File: config.mk
export PLATFORM = sky130hd
export DESIGN_NAME = analog_input_mode_ctrl
export DESIGN_NICKNAME = d
export VERILOG_FILES = /design/src/rtl/input_mode_pkg.sv /design/src/rtl/mode_route_if.sv /design/src/rtl/input_mode_decoder.sv /design/src/rtl/analog_input_mode_ctrl.sv
export SDC_FILE = /design/constraint.sdc
export NUM_CORES = 1
export LEC_CHECK = 0
export BUFFER_PORTS_ARGS = -buffer_cell sky130_fd_sc_hd__buf_2
export CORE_ASPECT_RATIO = 0.75
export CORE_UTILIZATION = 40
export DETAILED_ROUTE_END_ITERATION = 8
export MAX_ROUTING_LAYER = met4
export PLACE_DENSITY = 0.6
export SLEW_MARGIN = 20
export SYNTH_ARGS = -nofsm -noshare
export SYNTH_HDL_FRONTEND = slang
export SYNTH_SLANG_ARGS = --single-unit
File: constraint.sdc
create_clock -name clk -period 3 [get_ports clk]
set_input_delay 0.45 -clock clk [delete_from_list [all_inputs] [get_ports clk]]
set_output_delay 0.45 -clock clk [all_outputs]
set_load 0.05 [all_outputs]
File: src/rtl/input_mode_pkg.sv
// Purpose: Shared constants and types for the analog input mode decoder
// Assumes: 8-bit control registers reached by serial subaddress
// Notes: All reset values are zero
package input_mode_pkg;

  // Subaddresses
  localparam logic [7:0] SUB_ANALOG_INPUT_CONTROL_ONE = 8'h02;
  localparam logic [7:0] SUB_GAIN_CONTROL = 8'h03;
  localparam logic [7:0] SUB_CHAN1_GAIN = 8'h04;
  localparam logic [7:0] SUB_CHAN2_GAIN = 8'h05;
  localparam logic [7:0] SUB_LUMA_CONTROL = 8'h09;

  // Reset values
  localparam logic [7:0] RST_ANALOG_INPUT_CONTROL_ONE = 8'h00;
  localparam logic [7:0] RST_GAIN_CONTROL = 8'h00;
  localparam logic [7:0] RST_CHAN_GAIN = 8'h00;
  localparam logic [7:0] RST_LUMA_CONTROL = 8'h00;

  // Field positions
  localparam int MODE_MSB = 5;
  localparam int MODE_LSB = 0;
  localparam int FUNC_SEL_MSB = 7;
  localparam int FUNC_SEL_LSB = 6;
  localparam int FIXED_GAIN_BIT = 2;
  localparam int CHAN2_SIGN_BIT = 1;
  localparam int CHAN1_SIGN_BIT = 0;
  localparam int LUMA_BYPASS_BIT = 7;

  // Serial link counts
  localparam logic [3:0] BITS_PER_BYTE = 4'h8;
  localparam logic [3:0] LAST_READ_BIT = 4'h7;

  typedef enum logic [2:0] {
    MODE_CVBS = 3'b000,
    MODE_YC = 3'b001,
    MODE_COMPONENT = 3'b010,
    MODE_RGB = 3'b011,
    MODE_RESERVED = 3'b100
  } mode_class_e;

  typedef enum logic [2:0] {
    GAIN_OFF = 3'b000,
    GAIN_AGC = 3'b001,
    GAIN_STATIC1 = 3'b010,
    GAIN_STATIC2 = 3'b011,
    GAIN_FOLLOW_Y = 3'b100
  } gain_src_e;

  typedef enum logic [3:0] {
    ST_IDLE = 4'b0000,
    ST_ADDR = 4'b0001,
    ST_ACK_ADDR = 4'b0010,
    ST_SUB = 4'b0011,
    ST_ACK_SUB = 4'b0100,
    ST_WDATA = 4'b0101,
    ST_ACK_W = 4'b0110,
    ST_RDATA = 4'b0111,
    ST_RACK = 4'b1000
  } link_state_e;

endpackage

File: src/rtl/mode_route_if.sv
// Purpose: Carries the mode field to the decoder and the routing back
// Assumes: Combinational decoder, registered by the consumer
// Notes: Channel index 0 is channel one
`timescale 1ns/1ps
interface mode_route_if;
  import input_mode_pkg::*;
  logic [5:0] mode;
  logic fixed_gain;
  mode_class_e mode_class;
  logic reserved;
  logic [1:0] in_num;
  logic [3:0] ch_en;
  gain_src_e [3:0] gain_src;

  modport decoder (
    input mode,
    input fixed_gain,
    output mode_class,
    output reserved,
    output in_num,
    output ch_en,
    output gain_src
  );

  modport ctrl (
    output mode,
    output fixed_gain,
    input mode_class,
    input reserved,
    input in_num,
    input ch_en,
    input gain_src
  );
endinterface

File: src/rtl/input_mode_decoder.sv
// Purpose: Maps the six-bit input mode onto source selects and gain routing
// Assumes: Channel n takes inputs of group n
// Notes: Purely combinational
`timescale 1ns/1ps
module input_mode_decoder (
  mode_route_if.decoder rt
);
  import input_mode_pkg::*;

  logic [3:0] agc_ch;
  logic [3:0] c_ch;
  logic c_follow;
  logic [5:0] m;

  always_comb begin
    m = rt.mode;
    rt.mode_class = MODE_RESERVED;
    rt.reserved = 1'b0;
    rt.in_num = 2'b00;
    rt.ch_en = 4'h0;
    agc_ch = 4'h0;
    c_ch = 4'h0;
    c_follow = 1'b0;
    unique case (m)
      6'h00, 6'h01, 6'h0e, 6'h0f: begin
        rt.mode_class = MODE_CVBS;
        rt.in_num = {m[3], m[0]};
        rt.ch_en = 4'h1;
        agc_ch = 4'h1;
      end
      6'h02, 6'h03, 6'h04, 6'h05: begin
        rt.mode_class = MODE_CVBS;
        rt.in_num = 2'(m[1:0] - 2'b10);
        rt.ch_en = 4'h2;
        agc_ch = 4'h2;
      end
      6'h10, 6'h11, 6'h1e, 6'h1f: begin
        rt.mode_class = MODE_CVBS;
        rt.in_num = {m[3], m[0]};
        rt.ch_en = 4'h4;
        agc_ch = 4'h4;
      end
      6'h12, 6'h13, 6'h14, 6'h15: begin
        rt.mode_class = MODE_CVBS;
        rt.in_num = 2'(m[1:0] - 2'b10);
        rt.ch_en = 4'h8;
        agc_ch = 4'h8;
      end
      6'h06, 6'h07, 6'h0a, 6'h0b, 6'h08, 6'h09, 6'h0c, 6'h0d: begin
        rt.mode_class = MODE_YC;
        rt.in_num = {m[3] & (m[2] | m[1]), m[0]};
        rt.ch_en = 4'h3;
        agc_ch = 4'h1;
        c_ch = 4'h2;
        c_follow = m[3] & ~m[1];
      end
      6'h16, 6'h17, 6'h1a, 6'h1b, 6'h18, 6'h19, 6'h1c, 6'h1d: begin
        rt.mode_class = MODE_YC;
        rt.in_num = {m[3] & (m[2] | m[1]), m[0]};
        rt.ch_en = 4'hc;
        agc_ch = 4'h4;
        c_ch = 4'h8;
        c_follow = m[3] & ~m[1];
      end
      6'h20, 6'h21, 6'h2e, 6'h2f: begin
        rt.mode_class = MODE_COMPONENT;
        rt.in_num = {m[3], m[0]};
        rt.ch_en = 4'hf;
        agc_ch = 4'h1;
      end
      6'h30, 6'h31, 6'h3e, 6'h3f: begin
        rt.mode_class = MODE_RGB;
        rt.in_num = {m[3], m[0]};
        rt.ch_en = 4'hf;
        agc_ch = 4'h1;
      end
      default: begin
        rt.reserved = 1'b1;
      end
    endcase
  end

  // Per-channel gain source
  for (genvar ch = 0; ch < 4; ch++) begin : g_gain
    always_comb begin
      if (!rt.ch_en[ch]) begin
        rt.gain_src[ch] = GAIN_OFF;
      end else if (rt.fixed_gain) begin
        rt.gain_src[ch] = (ch % 2 == 0) ? GAIN_STATIC1 : GAIN_STATIC2;
      end else if (agc_ch[ch]) begin
        rt.gain_src[ch] = GAIN_AGC;
      end else if (c_ch[ch] && c_follow) begin
        rt.gain_src[ch] = GAIN_FOLLOW_Y;
      end else begin
        rt.gain_src[ch] = GAIN_STATIC2;
      end
    end
  end

endmodule // input_mode_decoder

File: src/rtl/analog_input_mode_ctrl.sv
// Purpose: Serial-bus register slave and registered input routing
// Assumes: Host keeps the two-wire protocol; SCL far below clk rate
// Notes: Subaddress auto-increments after each data byte
`timescale 1ns/1ps
module analog_input_mode_ctrl
  import input_mode_pkg::*;
#(
  parameter logic [6:0] DEV_ADDR = 7'h21 // Arbitrary bus address
) (
  // Clock and reset
  input wire logic clk,
  input wire logic arst_n,
  // Serial bus
  input wire logic scl_in,
  input wire logic sda_in,
  output logic sda_out,
  output logic sda_oe_n,
  // Routing
  output logic [1:0] in_num,
  output logic [3:0] ch_en,
  output input_mode_pkg::gain_src_e [3:0] gain_src,
  output input_mode_pkg::mode_class_e mode_class,
  output logic mode_reserved,
  // Static settings
  output logic [1:0] analog_func_sel,
  output logic [8:0] chan1_static_gain,
  output logic [8:0] chan2_static_gain,
  output logic luma_bypass_full_band
);
  import input_mode_pkg::*;

  logic rst_meta_r, rst_n_r;
  logic [1:0] scl_sync_r, sda_sync_r;
  logic scl_d_r, sda_d_r;
  logic scl_s, sda_s, scl_rise, scl_fall, start_c, stop_c;

  link_state_e state_r, state_nxt;
  logic [3:0] bit_r, bit_nxt;
  logic [7:0] shift_r, shift_nxt;
  logic [7:0] sub_r, sub_nxt;
  logic rw_r, rw_nxt;
  logic ack_r, ack_nxt;
  logic drive_r, drive_nxt;
  logic [7:0] analog_input_control_one_r, analog_input_control_one_nxt;
  logic [7:0] gctl_r, gctl_nxt;
  logic [7:0] gain1_r, gain1_nxt;
  logic [7:0] gain2_r, gain2_nxt;
  logic [7:0] luma_r, luma_nxt;
  logic [7:0] rd_data;

  mode_route_if rt ();

  input_mode_decoder u_dec (
    .rt(rt.decoder)
  );

  // Reset release
  always_ff @(posedge clk or negedge arst_n) begin
    if (!arst_n) begin
      rst_meta_r <= 1'b0;
      rst_n_r <= 1'b0;
    end else begin
      rst_meta_r <= 1'b1;
      rst_n_r <= rst_meta_r;
    end
  end

  // Pins pass two flops; edges compare the second stage with its one-clock delayed copy
  always_ff @(posedge clk or negedge rst_n_r) begin
    if (!rst_n_r) begin
      scl_sync_r <= 2'b11;
      sda_sync_r <= 2'b11;
      scl_d_r <= 1'b1;
      sda_d_r <= 1'b1;
    end else begin
      scl_sync_r <= {scl_sync_r[0], scl_in};
      sda_sync_r <= {sda_sync_r[0], sda_in};
      scl_d_r <= scl_sync_r[1];
      sda_d_r <= sda_sync_r[1];
    end
  end

  assign scl_s = scl_sync_r[1];
  assign sda_s = sda_sync_r[1];
  assign scl_rise = scl_s & ~scl_d_r;
  assign scl_fall = ~scl_s & scl_d_r;
  assign start_c = scl_s & scl_d_r & sda_d_r & ~sda_s;
  assign stop_c = scl_s & scl_d_r & ~sda_d_r & sda_s;

  // Readback mirrors stored bytes
  always_comb begin
    unique case (sub_r)
      SUB_ANALOG_INPUT_CONTROL_ONE: rd_data = analog_input_control_one_r;
      SUB_GAIN_CONTROL: rd_data = gctl_r;
      SUB_CHAN1_GAIN: rd_data = gain1_r;
      SUB_CHAN2_GAIN: rd_data = gain2_r;
      SUB_LUMA_CONTROL: rd_data = luma_r;
      default: rd_data = 8'h00;
    endcase
  end

  always_comb begin
    state_nxt = state_r;
    bit_nxt = bit_r;
    shift_nxt = shift_r;
    sub_nxt = sub_r;
    rw_nxt = rw_r;
    ack_nxt = ack_r;
    drive_nxt = drive_r;
    analog_input_control_one_nxt = analog_input_control_one_r;
    gctl_nxt = gctl_r;
    gain1_nxt = gain1_r;
    gain2_nxt = gain2_r;
    luma_nxt = luma_r;
    if (start_c) begin
      state_nxt = ST_ADDR;
      bit_nxt = 4'h0;
      drive_nxt = 1'b0;
    end else if (stop_c) begin
      state_nxt = ST_IDLE;
      drive_nxt = 1'b0;
    end else if (scl_rise) begin
      if (state_r == ST_ADDR || state_r == ST_SUB || state_r == ST_WDATA) begin
        shift_nxt = {shift_r[6:0], sda_s};
        bit_nxt = 4'(bit_r + 4'h1);
      end else if (state_r == ST_RACK) begin
        ack_nxt = ~sda_s;
      end
    end else if (scl_fall) begin
      unique case (state_r)
        ST_IDLE: begin
        end
        ST_ADDR: begin
          if (bit_r == BITS_PER_BYTE) begin
            if (shift_r[7:1] == DEV_ADDR) begin
              state_nxt = ST_ACK_ADDR;
              rw_nxt = shift_r[0];
              drive_nxt = 1'b1;
            end else begin
              state_nxt = ST_IDLE;
            end
          end
        end
        ST_ACK_ADDR: begin
          bit_nxt = 4'h0;
          if (rw_r) begin
            state_nxt = ST_RDATA;
            shift_nxt = rd_data;
            drive_nxt = ~rd_data[7];
          end else begin
            state_nxt = ST_SUB;
            drive_nxt = 1'b0;
          end
        end
        ST_SUB: begin
          if (bit_r == BITS_PER_BYTE) begin
            sub_nxt = shift_r;
            state_nxt = ST_ACK_SUB;
            drive_nxt = 1'b1;
          end
        end
        ST_ACK_SUB, ST_ACK_W: begin
          state_nxt = ST_WDATA;
          bit_nxt = 4'h0;
          drive_nxt = 1'b0;
        end
        ST_WDATA: begin
          if (bit_r == BITS_PER_BYTE) begin
            unique case (sub_r)
              SUB_ANALOG_INPUT_CONTROL_ONE: analog_input_control_one_nxt = shift_r;
              SUB_GAIN_CONTROL: gctl_nxt = shift_r;
              SUB_CHAN1_GAIN: gain1_nxt = shift_r;
              SUB_CHAN2_GAIN: gain2_nxt = shift_r;
              SUB_LUMA_CONTROL: luma_nxt = shift_r;
              default: begin
              end
            endcase
            sub_nxt = 8'(sub_r + 8'h01);
            state_nxt = ST_ACK_W;
            drive_nxt = 1'b1;
          end
        end
        ST_RDATA: begin
          if (bit_r == LAST_READ_BIT) begin
            state_nxt = ST_RACK;
            drive_nxt = 1'b0;
            sub_nxt = 8'(sub_r + 8'h01);
          end else begin
            bit_nxt = 4'(bit_r + 4'h1);
            shift_nxt = {shift_r[6:0], 1'b0};
            drive_nxt = ~shift_r[6];
          end
        end
        ST_RACK: begin
          // A missing acknowledge ends the read burst
          if (ack_r) begin
            state_nxt = ST_RDATA;
            bit_nxt = 4'h0;
            shift_nxt = rd_data;
            drive_nxt = ~rd_data[7];
          end else begin
            state_nxt = ST_IDLE;
            drive_nxt = 1'b0;
          end
        end
      endcase
    end
  end

  always_ff @(posedge clk or negedge rst_n_r) begin
    if (!rst_n_r) begin
      state_r <= ST_IDLE;
      bit_r <= 4'h0;
      shift_r <= 8'h00;
      sub_r <= 8'h00;
      rw_r <= 1'b0;
      ack_r <= 1'b0;
      drive_r <= 1'b0;
      analog_input_control_one_r <= RST_ANALOG_INPUT_CONTROL_ONE;
      gctl_r <= RST_GAIN_CONTROL;
      gain1_r <= RST_CHAN_GAIN;
      gain2_r <= RST_CHAN_GAIN;
      luma_r <= RST_LUMA_CONTROL;
    end else begin
      state_r <= state_nxt;
      bit_r <= bit_nxt;
      shift_r <= shift_nxt;
      sub_r <= sub_nxt;
      rw_r <= rw_nxt;
      ack_r <= ack_nxt;
      drive_r <= drive_nxt;
      analog_input_control_one_r <= analog_input_control_one_nxt;
      gctl_r <= gctl_nxt;
      gain1_r <= gain1_nxt;
      gain2_r <= gain2_nxt;
      luma_r <= luma_nxt;
    end
  end

  // Open drain: only ever pulls low
  assign sda_out = 1'b0;
  assign sda_oe_n = ~drive_r;

  assign rt.mode = analog_input_control_one_r[MODE_MSB:MODE_LSB];
  assign rt.fixed_gain = gctl_r[FIXED_GAIN_BIT];

  // Routing registered so a mode change lands glitch-free
  always_ff @(posedge clk or negedge rst_n_r) begin
    if (!rst_n_r) begin
      in_num <= 2'b00;
      ch_en <= 4'h0;
      gain_src <= '{GAIN_OFF, GAIN_OFF, GAIN_OFF, GAIN_OFF};
      mode_class <= MODE_CVBS;
      mode_reserved <= 1'b0;
    end else begin
      in_num <= rt.in_num;
      ch_en <= rt.ch_en;
      gain_src <= rt.gain_src;
      mode_class <= rt.mode_class;
      mode_reserved <= rt.reserved;
    end
  end

  assign analog_func_sel = analog_input_control_one_r[FUNC_SEL_MSB:FUNC_SEL_LSB];
  assign chan1_static_gain = {gctl_r[CHAN1_SIGN_BIT], gain1_r};
  assign chan2_static_gain = {gctl_r[CHAN2_SIGN_BIT], gain2_r};
  assign luma_bypass_full_band = luma_r[LUMA_BYPASS_BIT];

endmodule // analog_input_mode_ctrl

# --- After elaboration in Yosys (flattened, before gate mapping) ---
# Cells that the tools add are included.
# Widths: inputs -> output; s select.
op_classes:
  add_sub_neg: 3
  bitwise: 22
  reduce_logical: 46
  eq_ne: 73
  n_mux: 66
op_table:
  columns: ["op", "count"]
  rows:
  - ["$eq 6x5->1 const B", 16]
  - ["$mux 8", 9]
  - ["$mux 4", 15]
  - ["$pmux 4 s7", 2]
  - ["$mux 3", 18]
  - ["$reduce_and 7->1", 7]
  - ["$eq 6x4->1 const B", 8]
  - ["$eq 6x6->1 const B", 8]
  - ["$pmux 8 s3", 2]
  - ["$reduce_or 16->1", 3]
  - ["$pmux 8 s5", 1]
  - ["$reduce_or 40->1", 1]
  - ["$reduce_or 8->1", 4]
  - ["$eq 6x3->1 const B", 4]
  - ["$reduce_or 4->1", 6]
  - ["$eq 4x3->1 const B", 5]
  - ["$reduce_or 20->1", 1]
  - ["$eq 8x2->1 const B", 2]
  - ["$eq 8x3->1 const B", 2]
  - ["$ne 4x3->1 const B", 4]
  - ["$pmux 4 s4", 1]
  - ["$reduce_and 8->1", 2]
  - ["$eq 6x2->1 const B", 2]
  - ["$mux 1", 12]
  - ["other kinds (38)", 75]
totals:
  reg_bits: 97
  elab_cells: 236

# --- Longest topological paths before layout ---
logic_depth:
  word_depth: 9
  mapped_depth: 9
  mapped_depth_nobuf: 8

# --- Cells and area by module ---
# Synthesis repeated with hierarchy kept, for this count alone.
hier_totals:
  cells_unflattened: 498
  hier_area_um2: 5266.3
modules_own_cells:
  columns: ["mod", "seq_area_each_um2", "n_inst", "cells_each", "area_each_um2"]
  rows:
  - ["analog_input_mode_ctrl", 2434.8, 1, 420, 4787.1]
  - ["input_mode_decoder", 0.0, 1, 78, 479.2]

# --- Worst setup path before layout ---
# Ideal clock, no wire load.
synth_timing:
  path_kind: "flip-flop to flip-flop"
  start: "register scl_d_r"
  end: "register gain1_r[0]"
  arrival_ns: 2.213
  slack_ns: 0.663
  required_ns: 2.875
  path_stages_with_launch: 7
  setup_ns: 0.125
  cell_sequence: "dfstp_2 inv_1 ha_1 nand2b_1 or4b_4 nor3_4 mux2_2"
synth_between:
  elab_chain_cells: 5
synth_lines:
  columns: ["element", "line_no", "rtl"]
  rows:
  - ["start: declaration", "analog_input_mode_ctrl.sv:34", "logic scl_d_r, sda_d_r;"]
  - ["start signal: assignment", "analog_input_mode_ctrl.sv:78", "scl_d_r <= scl_sync_r[1];"]
  - ["$and 1x1->1", "analog_input_mode_ctrl.sv:87, analog_input_mode_ctrl.sv:88", null]
  - ["$and 1x1->1, on equally long branches (2 in series)", "analog_input_mode_ctrl.sv:88, analog_input_mode_ctrl.sv:87", null]
  - ["$not 1->1 (no line)", null, null]
  - ["$reduce_and 7->1 (no line) (*)", null, null]
  - ["end signal: assignment", "analog_input_mode_ctrl.sv:234", "gain1_r <= gain1_nxt;"]
  - ["end: declaration", "analog_input_mode_ctrl.sv:46", "logic [7:0] gain1_r, gain1_nxt;"]
# Every way passes the cells marked *; elsewhere a longest branch is shown, timed or not.
# A chain may end at the register's enable or synchronous reset.

# --- Worst setup path in the final report ---
layout_timing:
  start: "register state_r[0]"
  end: "register gain1_r[4]"
layout_between:
  elab_chain_cells: 2
layout_lines:
  columns: ["element", "line_no", "rtl"]
  rows:
  - ["start: declaration", "analog_input_mode_ctrl.sv:37", "link_state_e state_r, state_nxt;"]
  - ["start signal: assignment", "analog_input_mode_ctrl.sv:225", "state_r <= state_nxt;"]
  - ["$eq 4x3->1", "analog_input_mode_ctrl.sv:130", "unique case (state_r)"]
  - ["$reduce_and 7->1 (no line)", null, null]
# No other way between the ends.

==> metrics.yaml <==
sta:
  finClkSkew_ps: 5.765
  max_freq_ghz: 0.3915
  fin_tns_setup_ps: 0
  hold_viol_final: 0
  period_share_pct: 85.13
  fin_worst_hold_slack_ps: 194.1
  worst_pin_slew_ps: 742.6
  rsz0062_at_grt: "false"
  period_minus_slack_ps: 2554
  setup_viol_count_final: 0
  slew_viol_final: 0
  relSlewSlack_pct: 50.39
logic_synthesis:
  synth-async-reset-ratio_pct: 100.0
  ys_seq_elements: 95
  synth-edff-count: 0
  synth.avg_cell_area_um2: 10.51
  synth_area_mm2: 0.004948
  synth-main-ff-cell: "dfrtp_1"
  synth_cell_types: 67
  syn_inst: 471
  ys_seq_area_share_pct: 48.19
  ys_warn_count: 0
layout:
  drive_gt1_share_pct: 26.59
  final_area_mm2: 0.005575
  finalNonFillerCells: 666
  final_common_cell: "dfrtp_1"
  fin_nets: 512
  mostFrequentLayoutCells: "dfrtp_1 (88), buf_2 (45), mux2_2 (39), nand2_1 (34), nor2_1 (31)"
  syn2layout_area_growth_pct: 12.67
  n_antenna_cell: 0
grt:
  antenna_found_initial: 0
  grt_max_degree: 94
  grtUsageTotal_pct: 19.33
  grt_pass1_wl_um: 18300
  first_global_vias: 3379
  grt_overflow: 0
critical_path:
  critPathMaxStageDelay_ps: 640
  critPathKind: "reg2reg"
  worstPathCellList: "and2b_1, nand2_1, or4b_4, nor3_4, mux2_2"
  startpoint_type: "flop"
  cp-end-kind: "flop"
  cpLargestDelayFamily: "simple AND/OR/NAND/NOR gates"
  worst-path-buf-inv: 0
  startpoint: "state_r[0]"
  crit_slowest_cell: "or4b_4"
  timing.rr.start: "state_r[0]"
  crit_required_ps: 3230
  worstPathArrival_ps: 2790
  worstPathMaxFanout: 14
floorplanning:
  num_rows: 34
  die_h_um: 98.33
  design.die.area_mm2: 0.01282
  start_util_pct: 41.84
  fp.coreArea_mm2: 0.01183
  die_w_um: 130.4
  num_io_pins: 49
cts:
  cts-root-buf: "clkbuf_16"
  h-tree-depth: 3
  numCtsBuffers: 9
  clk_pin_slew_ps: 60
  cts_tree: "built"
  clock-sinks: 95
  cts_max_path_buffers: 2
  clock_latency_ps: 350
flow_run:
  cap_violations: 0
route:
  dr_total_vias: 3654
  drt-pass1-iter-count: 5
  vias_per_cell: 5.486
  drc: 0
  wl_per_cell_um: 16.89
  wl_um: 11250
  dr.first_iter.drc_count: 328
  final_antenna_net_count: 0
placed_design:
  routabilityCongestion: 0.9342
  numPortBuffers: 45
  dpl.cell_count: 649
  postPlaceCellArea_mm2: 0.005270
  hpwl_um: 7665
power_and_ir_drop:
  power_leakage_nw: 2.650
  ir_drop_uv: 280.7
  p_per_area_mw_per_mm2: 468.6
hold_path:
  hold_start: "scl_in"
  hold_path_class: "in2reg"
run_status:
  outcome: "finished, final reports clean"
## cells by family (layout without fill, tap and decap cells)
| group | count (synthesis) | in the layout | share of synthesized area (%) |
|---|---|---|---|
| flip-flops | 95 | 95 | 48.19 |
| AND/OR/NAND/NOR | 144 | 144 | 16.01 |
| adder cells (fa/ha/maj) | 9 | 9 | 2.276 |
| AO/OA/AOI/OAI | 114 | 114 | 16.06 |
| other | 2 | 4 | 0.1518 |
| buffers and inverters | 53 | 84 | 4.754 |
| multiplexers | 54 | 54 | 12.57 |
## layer usage
layer	routed length (um)	global-route usage, %	part of all wire (%)
met1	5845	29.06	52
met2	4663	25.57	41
met3	610	4.712	5.4
met4	128	5.040	1.1
met5	0	-	0
## cell type report
cell class / count / area [um^2]
Fill cell: 1143 / 6251
Sequential cell: 95 / 2389
Multi-Input combinational cell: 325 / 2336
Timing Repair Buffer: 52 / 292.8
Clock buffer: 12 / 266.5
Tap cell: 162 / 202.7
Inverter: 16 / 60.06
Clock inverter: 4 / 28.78
## cell usage after synthesis (3+ instances only)
cell | instances | area share [%]
a211oi_1 | 4 | 0.61
a21oi_1 | 16 | 1.6
a222oi_1 | 4 | 0.81
a22o_1 | 6 | 1.1
a22oi_1 | 15 | 2.3
a31oi_1 | 9 | 1.1
and3_1 | 4 | 0.51
buf_1 | 3 | 0.23
buf_2 | 8 | 0.81
buf_4 | 7 | 1.1
clkbuf_1 | 19 | 1.4
dfrtp_1 | 89 | 45
dfstp_2 | 6 | 3.2
ha_1 | 9 | 2.3
inv_1 | 16 | 1.2
mux2_2 | 39 | 8.9
mux2_4 | 6 | 1.8
mux2i_1 | 7 | 1.4
nand2_1 | 34 | 2.6
nand2_4 | 4 | 0.91
nand2b_1 | 6 | 0.76
nand3_1 | 16 | 1.6
nand3b_1 | 3 | 0.46
nor2_1 | 31 | 2.4
nor2b_1 | 8 | 1.0
nor3_1 | 12 | 1.2
nor3b_1 | 3 | 0.46
nor4_1 | 3 | 0.38
o21ai_0 | 26 | 2.6
o221ai_1 | 3 | 0.53
o22ai_1 | 3 | 0.38
o2bb2ai_1 | 4 | 0.71
## power breakdown
| part | internal [mW] | switching [mW] | total (mW) | leakage, nW |
|---|---|---|---|---|
| logic | 0.0425 | 0.0928 | 0.135 | 1.22 |
| clock network | 0.630 | 0.492 | 1.12 | 0.141 |
| registers | 1.31 | 0.0467 | 1.36 | 1.29 |
## stage by stage
stage                     utilization, %  power, mW  worst slack, ps
after floorplan                        -      1.471            168.3
after global routing               47.14      2.712            311.9
after detailed placement           44.56      1.515            481.6
after global placement             44.56      1.513            546.5
final                              47.14      2.613            446.0
after CTS                          47.14      2.645            459.2
## final timing paths
path	to	slack, ps	cells past startpoint
setup reg to reg	gain1_r[4]	450	5
hold / removal	scl_sync_r[0]	190	1
setup / recovery	gain1_r[4]	450	5
max in group asynchronous	scl_d_r	2260	1
min in group asynchronous	gain2_r[3]	380	1
hold reg to reg	rst_n_r	350	0
## repair_timing
| action | CTS | global route |
|---|---|---|
| endpoints found under the hold margin | 2 | 0 |
| hold buffers | 1 | 0 |
| buffers inserted | 0 | 0 |
| gates resized for setup | 0 | 0 |
## state kept, by name, indices dropped and copies added, names as in the netlist, 3 cells and up
| register | flops |
|---|---|
| gain_src | 10 |
| analog_input_control_one_r | 8 |
| gain1_r | 8 |
| gain2_r | 8 |
| gctl_r | 8 |
| luma_r | 8 |
| shift_r | 8 |
| sub_r | 8 |
| bit_r | 4 |
| ch_en | 4 |
| state_r | 4 |
| mode_class | 3 |
(Power assumes the default switching activity.)
